### src/rtl/mmt_pkg.sv
/*
  Constants for the motor mode timer: register offsets, field positions, reset values and prescaler codes.
  Assumes a classic Wishbone slave with 32-bit data; each register takes one aligned word.
*/
package mmt_pkg;

  // ----------------------------------------
  // Register index and byte offsets
  // ----------------------------------------
  localparam logic [15:0] MMT_IDX_CTRL_A = 16'h1FA4;
  localparam logic [15:0] MMT_IDX_CTRL_B = 16'h1FA5;
  localparam logic [15:0] MMT_IDX_CAPTURE = 16'h1FA6;
  localparam logic [15:0] MMT_IDX_MODE_TIMER_COMPARE_ONE = 16'h1FA8;
  localparam logic [15:0] MMT_IDX_MODE_TIMER_COMPARE_TWO = 16'h1FAA;
  localparam logic [15:0] MMT_IDX_MODE_TIMER_COMPARE_THREE = 16'h1FAC;
  localparam logic [15:0] MMT_IDX_IRQ_STATUS = 16'h1FB0;
  localparam logic [15:0] MMT_IDX_IRQ_MASK = 16'h1FB1;
  localparam logic [17:0] MMT_OFS_CTRL_A = {MMT_IDX_CTRL_A, 2'b00};
  localparam logic [17:0] MMT_OFS_CTRL_B = {MMT_IDX_CTRL_B, 2'b00};
  localparam logic [17:0] MMT_OFS_CAPTURE = {MMT_IDX_CAPTURE, 2'b00};
  localparam logic [17:0] MMT_OFS_MODE_TIMER_COMPARE_ONE = {MMT_IDX_MODE_TIMER_COMPARE_ONE, 2'b00};
  localparam logic [17:0] MMT_OFS_MODE_TIMER_COMPARE_TWO = {MMT_IDX_MODE_TIMER_COMPARE_TWO, 2'b00};
  localparam logic [17:0] MMT_OFS_MODE_TIMER_COMPARE_THREE = {MMT_IDX_MODE_TIMER_COMPARE_THREE, 2'b00};
  localparam logic [17:0] MMT_OFS_IRQ_STATUS = {MMT_IDX_IRQ_STATUS, 2'b00};
  localparam logic [17:0] MMT_OFS_IRQ_MASK = {MMT_IDX_IRQ_MASK, 2'b00};

  // ----------------------------------------
  // Field positions
  // ----------------------------------------
  localparam int MMT_A_CLK_LSB = 5;
  localparam int MMT_A_RST_TMR3 = 4;
  localparam int MMT_A_RST_OVL = 3;
  localparam int MMT_A_RST_SW = 2;
  localparam int MMT_A_RST_POS = 1;
  localparam int MMT_A_ENABLE = 0;
  localparam int MMT_B_DEBUG = 7;
  localparam int MMT_B_OVF = 5;
  localparam int MMT_B_CAP_OVL = 3;
  localparam int MMT_B_CAP_SW = 2;
  localparam int MMT_B_CAP_POS = 1;
  localparam int MMT_IRQ_OVF = 0;
  localparam int MMT_IRQ_CAP = 1;

  // ----------------------------------------
  // Reset values and prescaler codes
  // ----------------------------------------
  localparam logic [7:0] MMT_CTRL_A_RST = 8'h00;
  localparam logic [7:0] MMT_CTRL_B_RST = 8'h00;
  localparam logic [15:0] MMT_WORD_RST = 16'h0000;
  localparam logic [1:0] MMT_IRQ_RST = 2'h0;
  localparam logic [6:0] MMT_PRESC_RST = 7'h00;
  localparam logic [2:0] MMT_CLK_DIV8 = 3'h0;
  localparam logic [2:0] MMT_CLK_DIV16 = 3'h2;
  localparam logic [2:0] MMT_CLK_DIV32 = 3'h4;
  localparam logic [2:0] MMT_CLK_DIV64 = 3'h6;
  localparam logic [2:0] MMT_CLK_DIV128 = 3'h1;
  localparam logic [6:0] MMT_LAST_DIV8 = 7'h07;
  localparam logic [6:0] MMT_LAST_DIV16 = 7'h0F;
  localparam logic [6:0] MMT_LAST_DIV32 = 7'h1F;
  localparam logic [6:0] MMT_LAST_DIV64 = 7'h3F;
  localparam logic [6:0] MMT_LAST_DIV128 = 7'h7F;

endpackage

### src/rtl/mmt_motor_mode_timer.sv
/*
  Motor mode timer: prescaled 16-bit counter with capture, resets, three compare registers,
  debug pin and a Wishbone register slave with sticky interrupt status.
  Assumes event inputs are single-cycle pulses on clk_in; adr_in is the byte address.
*/
`timescale 1ns/10ps
module mmt_motor_mode_timer (
  input wire logic clk_in,
  input wire logic rst_b_in,
  input wire logic wb_cyc_in,
  input wire logic wb_stb_in,
  input wire logic wb_we_in,
  input wire logic [17:0] wb_adr_in,
  input wire logic [3:0] wb_sel_in,
  input wire logic [31:0] wb_dat_in,
  output logic [31:0] wb_dat_out,
  output logic wb_ack_out,
  input wire logic position_detect_in,
  input wire logic overload_protect_in,
  input wire logic timer_three_event_in,
  output logic debug_pin_out,
  output logic [15:0] count_out,
  output logic irq_out
);

  // ----------------------------------------
  // State
  // ----------------------------------------
  logic [7:0] ctrl_a_r;
  logic [7:0] ctrl_b_r;
  logic [15:0] count_r;
  logic [15:0] capture_r;
  logic [15:0] mode_timer_compare_one_r;
  logic [15:0] mode_timer_compare_two_r;
  logic [15:0] mode_timer_compare_three_r;
  logic [6:0] presc_r;
  logic ovf_r;
  logic [1:0] irq_stat_r;
  logic [1:0] irq_mask_r;
  logic [31:0] rd_data_r;
  logic ack_r;
  logic debug_r;
  logic irq_r;

  // ----------------------------------------
  // Bus decode
  // ----------------------------------------
  wire bus_req = wb_cyc_in & wb_stb_in & ~ack_r;
  wire wr_lo = bus_req & wb_we_in & wb_sel_in[0];
  wire wr_hi = bus_req & wb_we_in & wb_sel_in[1];
  wire hit_a = wb_adr_in == mmt_pkg::MMT_OFS_CTRL_A;
  wire hit_b = wb_adr_in == mmt_pkg::MMT_OFS_CTRL_B;
  wire hit_cap = wb_adr_in == mmt_pkg::MMT_OFS_CAPTURE;
  wire hit_c1 = wb_adr_in == mmt_pkg::MMT_OFS_MODE_TIMER_COMPARE_ONE;
  wire hit_c2 = wb_adr_in == mmt_pkg::MMT_OFS_MODE_TIMER_COMPARE_TWO;
  wire hit_c3 = wb_adr_in == mmt_pkg::MMT_OFS_MODE_TIMER_COMPARE_THREE;
  wire hit_st = wb_adr_in == mmt_pkg::MMT_OFS_IRQ_STATUS;
  wire hit_mk = wb_adr_in == mmt_pkg::MMT_OFS_IRQ_MASK;
  wire wr_a = wr_lo & hit_a;
  wire wr_b = wr_lo & hit_b;

  // Strobe bits are write-only and never stored, so they read back as zero.
  wire sw_reset = wr_a & wb_dat_in[mmt_pkg::MMT_A_RST_SW];
  wire sw_capture = wr_b & wb_dat_in[mmt_pkg::MMT_B_CAP_SW];

  // ----------------------------------------
  // Prescaler
  // ----------------------------------------
  wire [2:0] clk_sel = ctrl_a_r[7:mmt_pkg::MMT_A_CLK_LSB];
  wire sel_div8 = clk_sel == mmt_pkg::MMT_CLK_DIV8;
  wire sel_div16 = clk_sel == mmt_pkg::MMT_CLK_DIV16;
  wire sel_div32 = clk_sel == mmt_pkg::MMT_CLK_DIV32;
  wire sel_div64 = clk_sel == mmt_pkg::MMT_CLK_DIV64;
  wire sel_div128 = clk_sel == mmt_pkg::MMT_CLK_DIV128;
  // Reserved codes give no tick at all, so a bad setting freezes the count rather than guessing a rate.
  wire [6:0] presc_last = sel_div8 ? mmt_pkg::MMT_LAST_DIV8 :
                          sel_div16 ? mmt_pkg::MMT_LAST_DIV16 :
                          sel_div32 ? mmt_pkg::MMT_LAST_DIV32 :
                          sel_div64 ? mmt_pkg::MMT_LAST_DIV64 :
                          mmt_pkg::MMT_LAST_DIV128;
  wire code_ok = sel_div8 | sel_div16 | sel_div32 | sel_div64 | sel_div128;
  wire enabled = ctrl_a_r[mmt_pkg::MMT_A_ENABLE];
  wire tick = enabled & code_ok & (presc_r >= presc_last);

  // ----------------------------------------
  // Count reset and capture sources
  // ----------------------------------------
  wire rst_pos = ctrl_a_r[mmt_pkg::MMT_A_RST_POS] & position_detect_in;
  wire rst_ovl = ctrl_a_r[mmt_pkg::MMT_A_RST_OVL] & overload_protect_in;
  wire rst_tmr = ctrl_a_r[mmt_pkg::MMT_A_RST_TMR3] & timer_three_event_in;
  wire count_clear = sw_reset | rst_pos | rst_ovl | rst_tmr;
  wire cap_pos = ctrl_b_r[mmt_pkg::MMT_B_CAP_POS] & position_detect_in;
  wire cap_ovl = ctrl_b_r[mmt_pkg::MMT_B_CAP_OVL] & overload_protect_in;
  wire capture = sw_capture | cap_pos | cap_ovl;
  wire wrap = tick & (count_r == 16'hFFFF) & ~count_clear;

  wire [15:0] count_nxt = count_clear ? mmt_pkg::MMT_WORD_RST :
                          tick ? count_r + 16'h0001 : count_r;
  // Counter reset also restarts the prescaler so the first tick after it is a full period.
  wire [6:0] presc_nxt = (count_clear | ~enabled | tick) ? mmt_pkg::MMT_PRESC_RST : presc_r + 7'h01;

  // ----------------------------------------
  // Interrupt status: set wins over write-one-to-clear
  // ----------------------------------------
  wire [1:0] irq_set = {capture, wrap};
  wire [1:0] irq_clr = (wr_lo & hit_st) ? wb_dat_in[1:0] : 2'h0;
  wire [1:0] irq_stat_nxt = irq_set | (irq_stat_r & ~irq_clr);

  // ----------------------------------------
  // Read mux
  // ----------------------------------------
  wire [7:0] ctrl_b_view = {ctrl_b_r[7], 1'b0, ovf_r, 1'b0, ctrl_b_r[3], 1'b0, ctrl_b_r[1], 1'b0};
  wire [31:0] rd_nxt = hit_a ? {24'h000000, ctrl_a_r} :
                       hit_b ? {24'h000000, ctrl_b_view} :
                       hit_cap ? {16'h0000, capture_r} :
                       hit_c1 ? {16'h0000, mode_timer_compare_one_r} :
                       hit_c2 ? {16'h0000, mode_timer_compare_two_r} :
                       hit_c3 ? {16'h0000, mode_timer_compare_three_r} :
                       hit_st ? {30'h00000000, irq_stat_r} :
                       hit_mk ? {30'h00000000, irq_mask_r} : 32'h00000000;

  // ----------------------------------------
  // Wishbone handshake
  // ----------------------------------------
  always_ff @(posedge clk_in or negedge rst_b_in) begin
    if (!rst_b_in) begin
      ack_r <= 1'b0;
      rd_data_r <= 32'h00000000;
    end else begin
      ack_r <= bus_req;
      rd_data_r <= bus_req ? rd_nxt : 32'h00000000;
    end
  end

  // ----------------------------------------
  // Control and compare registers
  // ----------------------------------------
  always_ff @(posedge clk_in or negedge rst_b_in) begin
    if (!rst_b_in) begin
      ctrl_a_r <= mmt_pkg::MMT_CTRL_A_RST;
      ctrl_b_r <= mmt_pkg::MMT_CTRL_B_RST;
      irq_mask_r <= mmt_pkg::MMT_IRQ_RST;
    end else begin
      if (wr_a) begin
        ctrl_a_r <= wb_dat_in[7:0] & 8'hFB;
      end
      if (wr_b) begin
        ctrl_b_r <= wb_dat_in[7:0] & 8'h8A;
      end
      if (wr_lo & hit_mk) begin
        irq_mask_r <= wb_dat_in[1:0];
      end
    end
  end

  always_ff @(posedge clk_in or negedge rst_b_in) begin
    if (!rst_b_in) begin
      mode_timer_compare_one_r <= mmt_pkg::MMT_WORD_RST;
      mode_timer_compare_two_r <= mmt_pkg::MMT_WORD_RST;
      mode_timer_compare_three_r <= mmt_pkg::MMT_WORD_RST;
    end else begin
      if (hit_c1 & wr_lo) mode_timer_compare_one_r[7:0] <= wb_dat_in[7:0];
      if (hit_c1 & wr_hi) mode_timer_compare_one_r[15:8] <= wb_dat_in[15:8];
      if (hit_c2 & wr_lo) mode_timer_compare_two_r[7:0] <= wb_dat_in[7:0];
      if (hit_c2 & wr_hi) mode_timer_compare_two_r[15:8] <= wb_dat_in[15:8];
      if (hit_c3 & wr_lo) mode_timer_compare_three_r[7:0] <= wb_dat_in[7:0];
      if (hit_c3 & wr_hi) mode_timer_compare_three_r[15:8] <= wb_dat_in[15:8];
    end
  end

  // ----------------------------------------
  // Counter, capture and overflow
  // ----------------------------------------
  always_ff @(posedge clk_in or negedge rst_b_in) begin
    if (!rst_b_in) begin
      count_r <= mmt_pkg::MMT_WORD_RST;
      presc_r <= mmt_pkg::MMT_PRESC_RST;
      capture_r <= mmt_pkg::MMT_WORD_RST;
      ovf_r <= 1'b0;
    end else begin
      count_r <= count_nxt;
      presc_r <= presc_nxt;
      if (capture) begin
        capture_r <= count_r;
      end
      if (wrap) begin
        ovf_r <= 1'b1;
      end
    end
  end

  // ----------------------------------------
  // Status and outputs
  // ----------------------------------------
  always_ff @(posedge clk_in or negedge rst_b_in) begin
    if (!rst_b_in) begin
      irq_stat_r <= mmt_pkg::MMT_IRQ_RST;
      irq_r <= 1'b0;
      debug_r <= 1'b0;
    end else begin
      irq_stat_r <= irq_stat_nxt;
      irq_r <= |(irq_stat_nxt & irq_mask_r);
      // The debug signal is the prescaled tick, which shows the selected timer rate on the pin.
      debug_r <= ctrl_b_r[mmt_pkg::MMT_B_DEBUG] & tick;
    end
  end

  assign wb_ack_out = ack_r;
  assign wb_dat_out = rd_data_r;
  assign debug_pin_out = debug_r;
  assign count_out = count_r;
  assign irq_out = irq_r;

endmodule

### config.mk
export PLATFORM = sky130hd
export DESIGN_NAME = mmt_motor_mode_timer
export DESIGN_NICKNAME = d
export VERILOG_FILES = /design/src/rtl/mmt_pkg.sv /design/src/rtl/mmt_motor_mode_timer.sv
export SDC_FILE = /design/constraint.sdc
export NUM_CORES = 1
export LEC_CHECK = 0
export BUFFER_PORTS_ARGS = -buffer_cell sky130_fd_sc_hd__buf_2
export CORE_MARGIN = 10
export CORE_UTILIZATION = 52
export CTS_BUF_LIST = sky130_fd_sc_hd__clkbuf_2 sky130_fd_sc_hd__clkbuf_4 sky130_fd_sc_hd__clkbuf_8
export CTS_CLUSTER_SIZE = 16
export DETAILED_ROUTE_END_ITERATION = 8
export GPL_ROUTABILITY_DRIVEN = 0
export GPL_TIMING_DRIVEN = 0
export PLACE_DENSITY_LB_ADDON = 0.25
export SLEW_MARGIN = 10
export SYNTH_ARGS = -nofsm -noshare
export SYNTH_HDL_FRONTEND = slang
export SYNTH_SLANG_ARGS = --single-unit
export TNS_END_PERCENT = 20
### constraint.sdc
create_clock -name clk_in -period 2.2 [get_ports clk_in]
set_input_delay 0.33 -clock clk_in [delete_from_list [all_inputs] [get_ports clk_in]]
set_output_delay 0.33 -clock clk_in [all_outputs]
set_load 0.005 [all_outputs]
==> impl_metrics.yaml <==
outcome:
  status: "complete, but fails checks"
  violations: "setup timing"
hold_path:
  min-delay-start: "wb_dat_in[13]"
  holdPathEnd: "mode_timer_compare_three_r[13]"
  min_path_type: "input port to flip-flop"
  hold-path-cell-count: 2
route:
  top_layer: "met4"
  met1Wirelength_um: 6400
  post-route-drc-count: 0
  via_per_inst: 5.71
  drtIter0Drc: 405
  ant_nets: 0
  dr_wl_met2_um: 7450
  met3_length_um: 983
  vias: 4560
  routedWlPerCell_um: 19.0
  drt_pass1_iterations: 5
  drt-total-wl_um: 15200
die:
  dieArea_mm2: 0.0159
  fp-row-count: 38
  core_mm2: 0.0109
  start_util: 0.536
  die_w_um: 126
  fp.dieH_um: 126
  io_pins: 113
yosys:
  ys_seq_elements: 121
  synth_cell_types: 57
  synth_top_area_share: 0.517
  yosysWarnings: 0
  synth_edf_count: 0
  yosysSeqAreaShare: 0.517
  synth_cells: 525
  synthArstFlopShare: 1.00
  yosysTopAreaCell: "dfrtp_1"
  yosys-top-cells-area: "dfrtp_1 52%, mux2_2 15%, nor3_1 2.9%"
  syn_area_per_cell_um2: 11.2
  synth_area_mm2: 0.00586
  ys.flop_type: "dfrtp_1"
sta:
  finalCritPeriodShare: 1.00
  finalHoldViolCount: 0
  slew-limit-headroom: 0.564
  grt_setup_unrepaired: "yes"
  tightest_slew_ps: 654
  holdWs_ps: 156
  max_freq_ghz: 0.452
  fin_crit_ps: 2210
  timing.final.ws_setup_ps: -10.3
  maxSlewViolCount: 0
  skew_ps: 7.47
  setup_violations: 2
critical_path:
  r2r_end: "count_out[15]"
  crit_path_max_fanout: 7
  critPathBufInv: 2
  crit_family: "simple AND/OR/NAND/NOR gates"
  crit_type: "flip-flop to flip-flop"
  cp.required_ps: 2580
  crit_path_max_incr_delay_ps: 460
  worstReg2RegStart: "ctrl_a_r[5]"
  end_kind: "flip-flop"
  crit_arrival_ps: 2590
  crit_chain: "nor2_2, ha_1, nand3_2, o211ai_1, buf_4, buf_6, nand4_1, or3_1, a21oi_2"
  rrSetupSlack_ps: -10
  crit_slowest_cell: "or3_1"
  r2r.worst_path.cells: 9
  start_kind: "flip-flop"
pwr:
  p_leak_nw: 3.41
  p_per_area_mw_per_mm2: 603
  irDropWorstVdd_mv: 0.603
  power_mw: 4.30
grt:
  grt_use_total: 0.193
  overflow: 0
  antenna_found_initial: 0
  grt_max_degree: 70
  grt_pass1_vias: 4761
  grt_pass1_wl_um: 24600
placement:
  port_buffers: 77
  dp_hpwl_um: 11000
  place_area_mm2: 0.00654
  dp_slack_ps: -553
clock_tree:
  clock-root-buffer: "clkbuf_8"
  cts_max_level: 4
  cts_buffer_depth: 2
  numCtsBuffers: 17
  worstSkewPairLatency_ps: 440
  clkTransAtPathRegs_ps: 70
  cts.sinks: 121
  cts_tree: "yes"
final_layout:
  utilization: 0.652
  n_antenna_cell: 0
  stdcell_area_mm2: 0.00713
  drive_gt1_frac: 0.381
  fillCellCount: 899
  syn2layout_area_growth_pct: 21.7
  nets: 714
job:
  drv_cap: 0
-- area by class of cell --
cell class	instances	area (um2)	share of cell area
Timing Repair Buffer	89	515	0.0723
Multi-Input combinational cell	366	2750	0.385
Buffer	34	223	0.0312
Clock buffer	24	305	0.0428
Tap cell	140	175	0.0246
Inverter	17	65.1	0.00912
Clock inverter	8	70.1	0.00983
Sequential cell	121	3030	0.425
-- what timing repair did --
action	in CTS	in global routing
gates resized for setup	5	37
setup endpoints to repair	95	82
pin swaps	4	11
endpoints found under the hold margin	52	0
hold buffers	1	0
buffers inserted	6	4
-- synthesized netlist by cell type (all sizes together), types with 2 or more instances --
cell      n
nand4b    3
o21ai    11
ha        6
or3      11
o32ai     3
or4       2
and3      6
nor2b    11
o22ai     3
o221ai   10
o31ai     2
xnor2     2
nand2    27
nor3     36
o21a      3
mux2i     7
nand3    15
xor2     10
dfrtp   121
and2      3
a21o      3
a211oi    4
nand3b    2
mux2     76
buf      20
or2       3
a21oi    24
nand4     9
a22oi     6
clkbuf   15
nand2b    6
o41ai     3
nor2     32
inv      16
-- layer usage --
metal | vias up | track usage
li1 | 2121 | -
met1 | 2272 | 0.235
met2 | 140 | 0.311
met3 | 27 | 0.0579
met4 | 0 | 0.0817
met5 | - | 0
-- logic make-up after synthesis --
logic type,synth area share
and+or+nand+nor,0.154
DFF,0.517
muxes,0.158
AOI/OAI and AO/OA,0.0939
buffers and inverters,0.0463
xor gates and xnor gates,0.0179
adders and majority gates,0.0128
other,0.000640
-- power breakdown --
group	switching [mW]	internal, mW	leakage (nW)
Combinational	0.128	0.0763	1.62
Sequential	0.000631	2.23	1.59
Clock	0.846	1.02	0.196
Total	0.974	3.32	3.41
-- sequential cells by signal, summed over array words and instances, names as in the netlist, 7 cells and up --
| register | flops |
|---|---|
| mode_timer_compare_two_r | 16 |
| presc_r | 7 |
| mode_timer_compare_three_r | 16 |
| wb_dat_out | 16 |
| ctrl_a_r | 7 |
| count_out | 16 |
| mode_timer_compare_one_r | 16 |
| capture_r | 16 |
-- metrics by stage --
| stage | TNS [ps] | instances |
|---|---|---|
| floorplan | -3910 | 540 |
| global placement | -112320 | 757 |
| detailed placement | -38870 | 758 |
| CTS | -768 | 795 |
| global route | -2030 | 799 |
| finish | -13.6 | 799 |
-- cells in the final DEF (no fill, tap or decap), types with 7 or more instances in the layout --
cell type  synthesis  final
a21oi_1           24     23
buf_2              2     76
buf_4             17     23
buf_6              0      7
clkbuf_1          15      9
clkbuf_8           0     20
conb_1             1     16
dfrtp_1          121    119
inv_1             16     16
mux2_2            76     71
mux2i_1            7      7
nand2_1           27     24
nand3_1           15     11
nand4_1            9      9
nor2_1            32     31
nor2b_1           11     11
nor3_1            34     32
o21ai_0           10     10
o221ai_1          10      9
or3_1             10     10
xor2_1            10     10
-- worst max path at each step --
stage                   from             to  slack, ps  cells past startpoint
5_1_grt           wb_ack_out        irq_out       -160                      6
3_3_place_gp        rst_b_in     presc_r[2]       -650                      1
3_5_place_dp   wb_adr_in[15]    ctrl_a_r[3]       -550                      7
4_1_cts        wb_adr_in[15]    ctrl_a_r[3]        -90                      7
2_1_floorplan  wb_adr_in[15]    ctrl_a_r[0]       -290                      6
6_report         ctrl_a_r[5]  count_out[15]        -10                      9
Power figures use the tool's default switching activity.
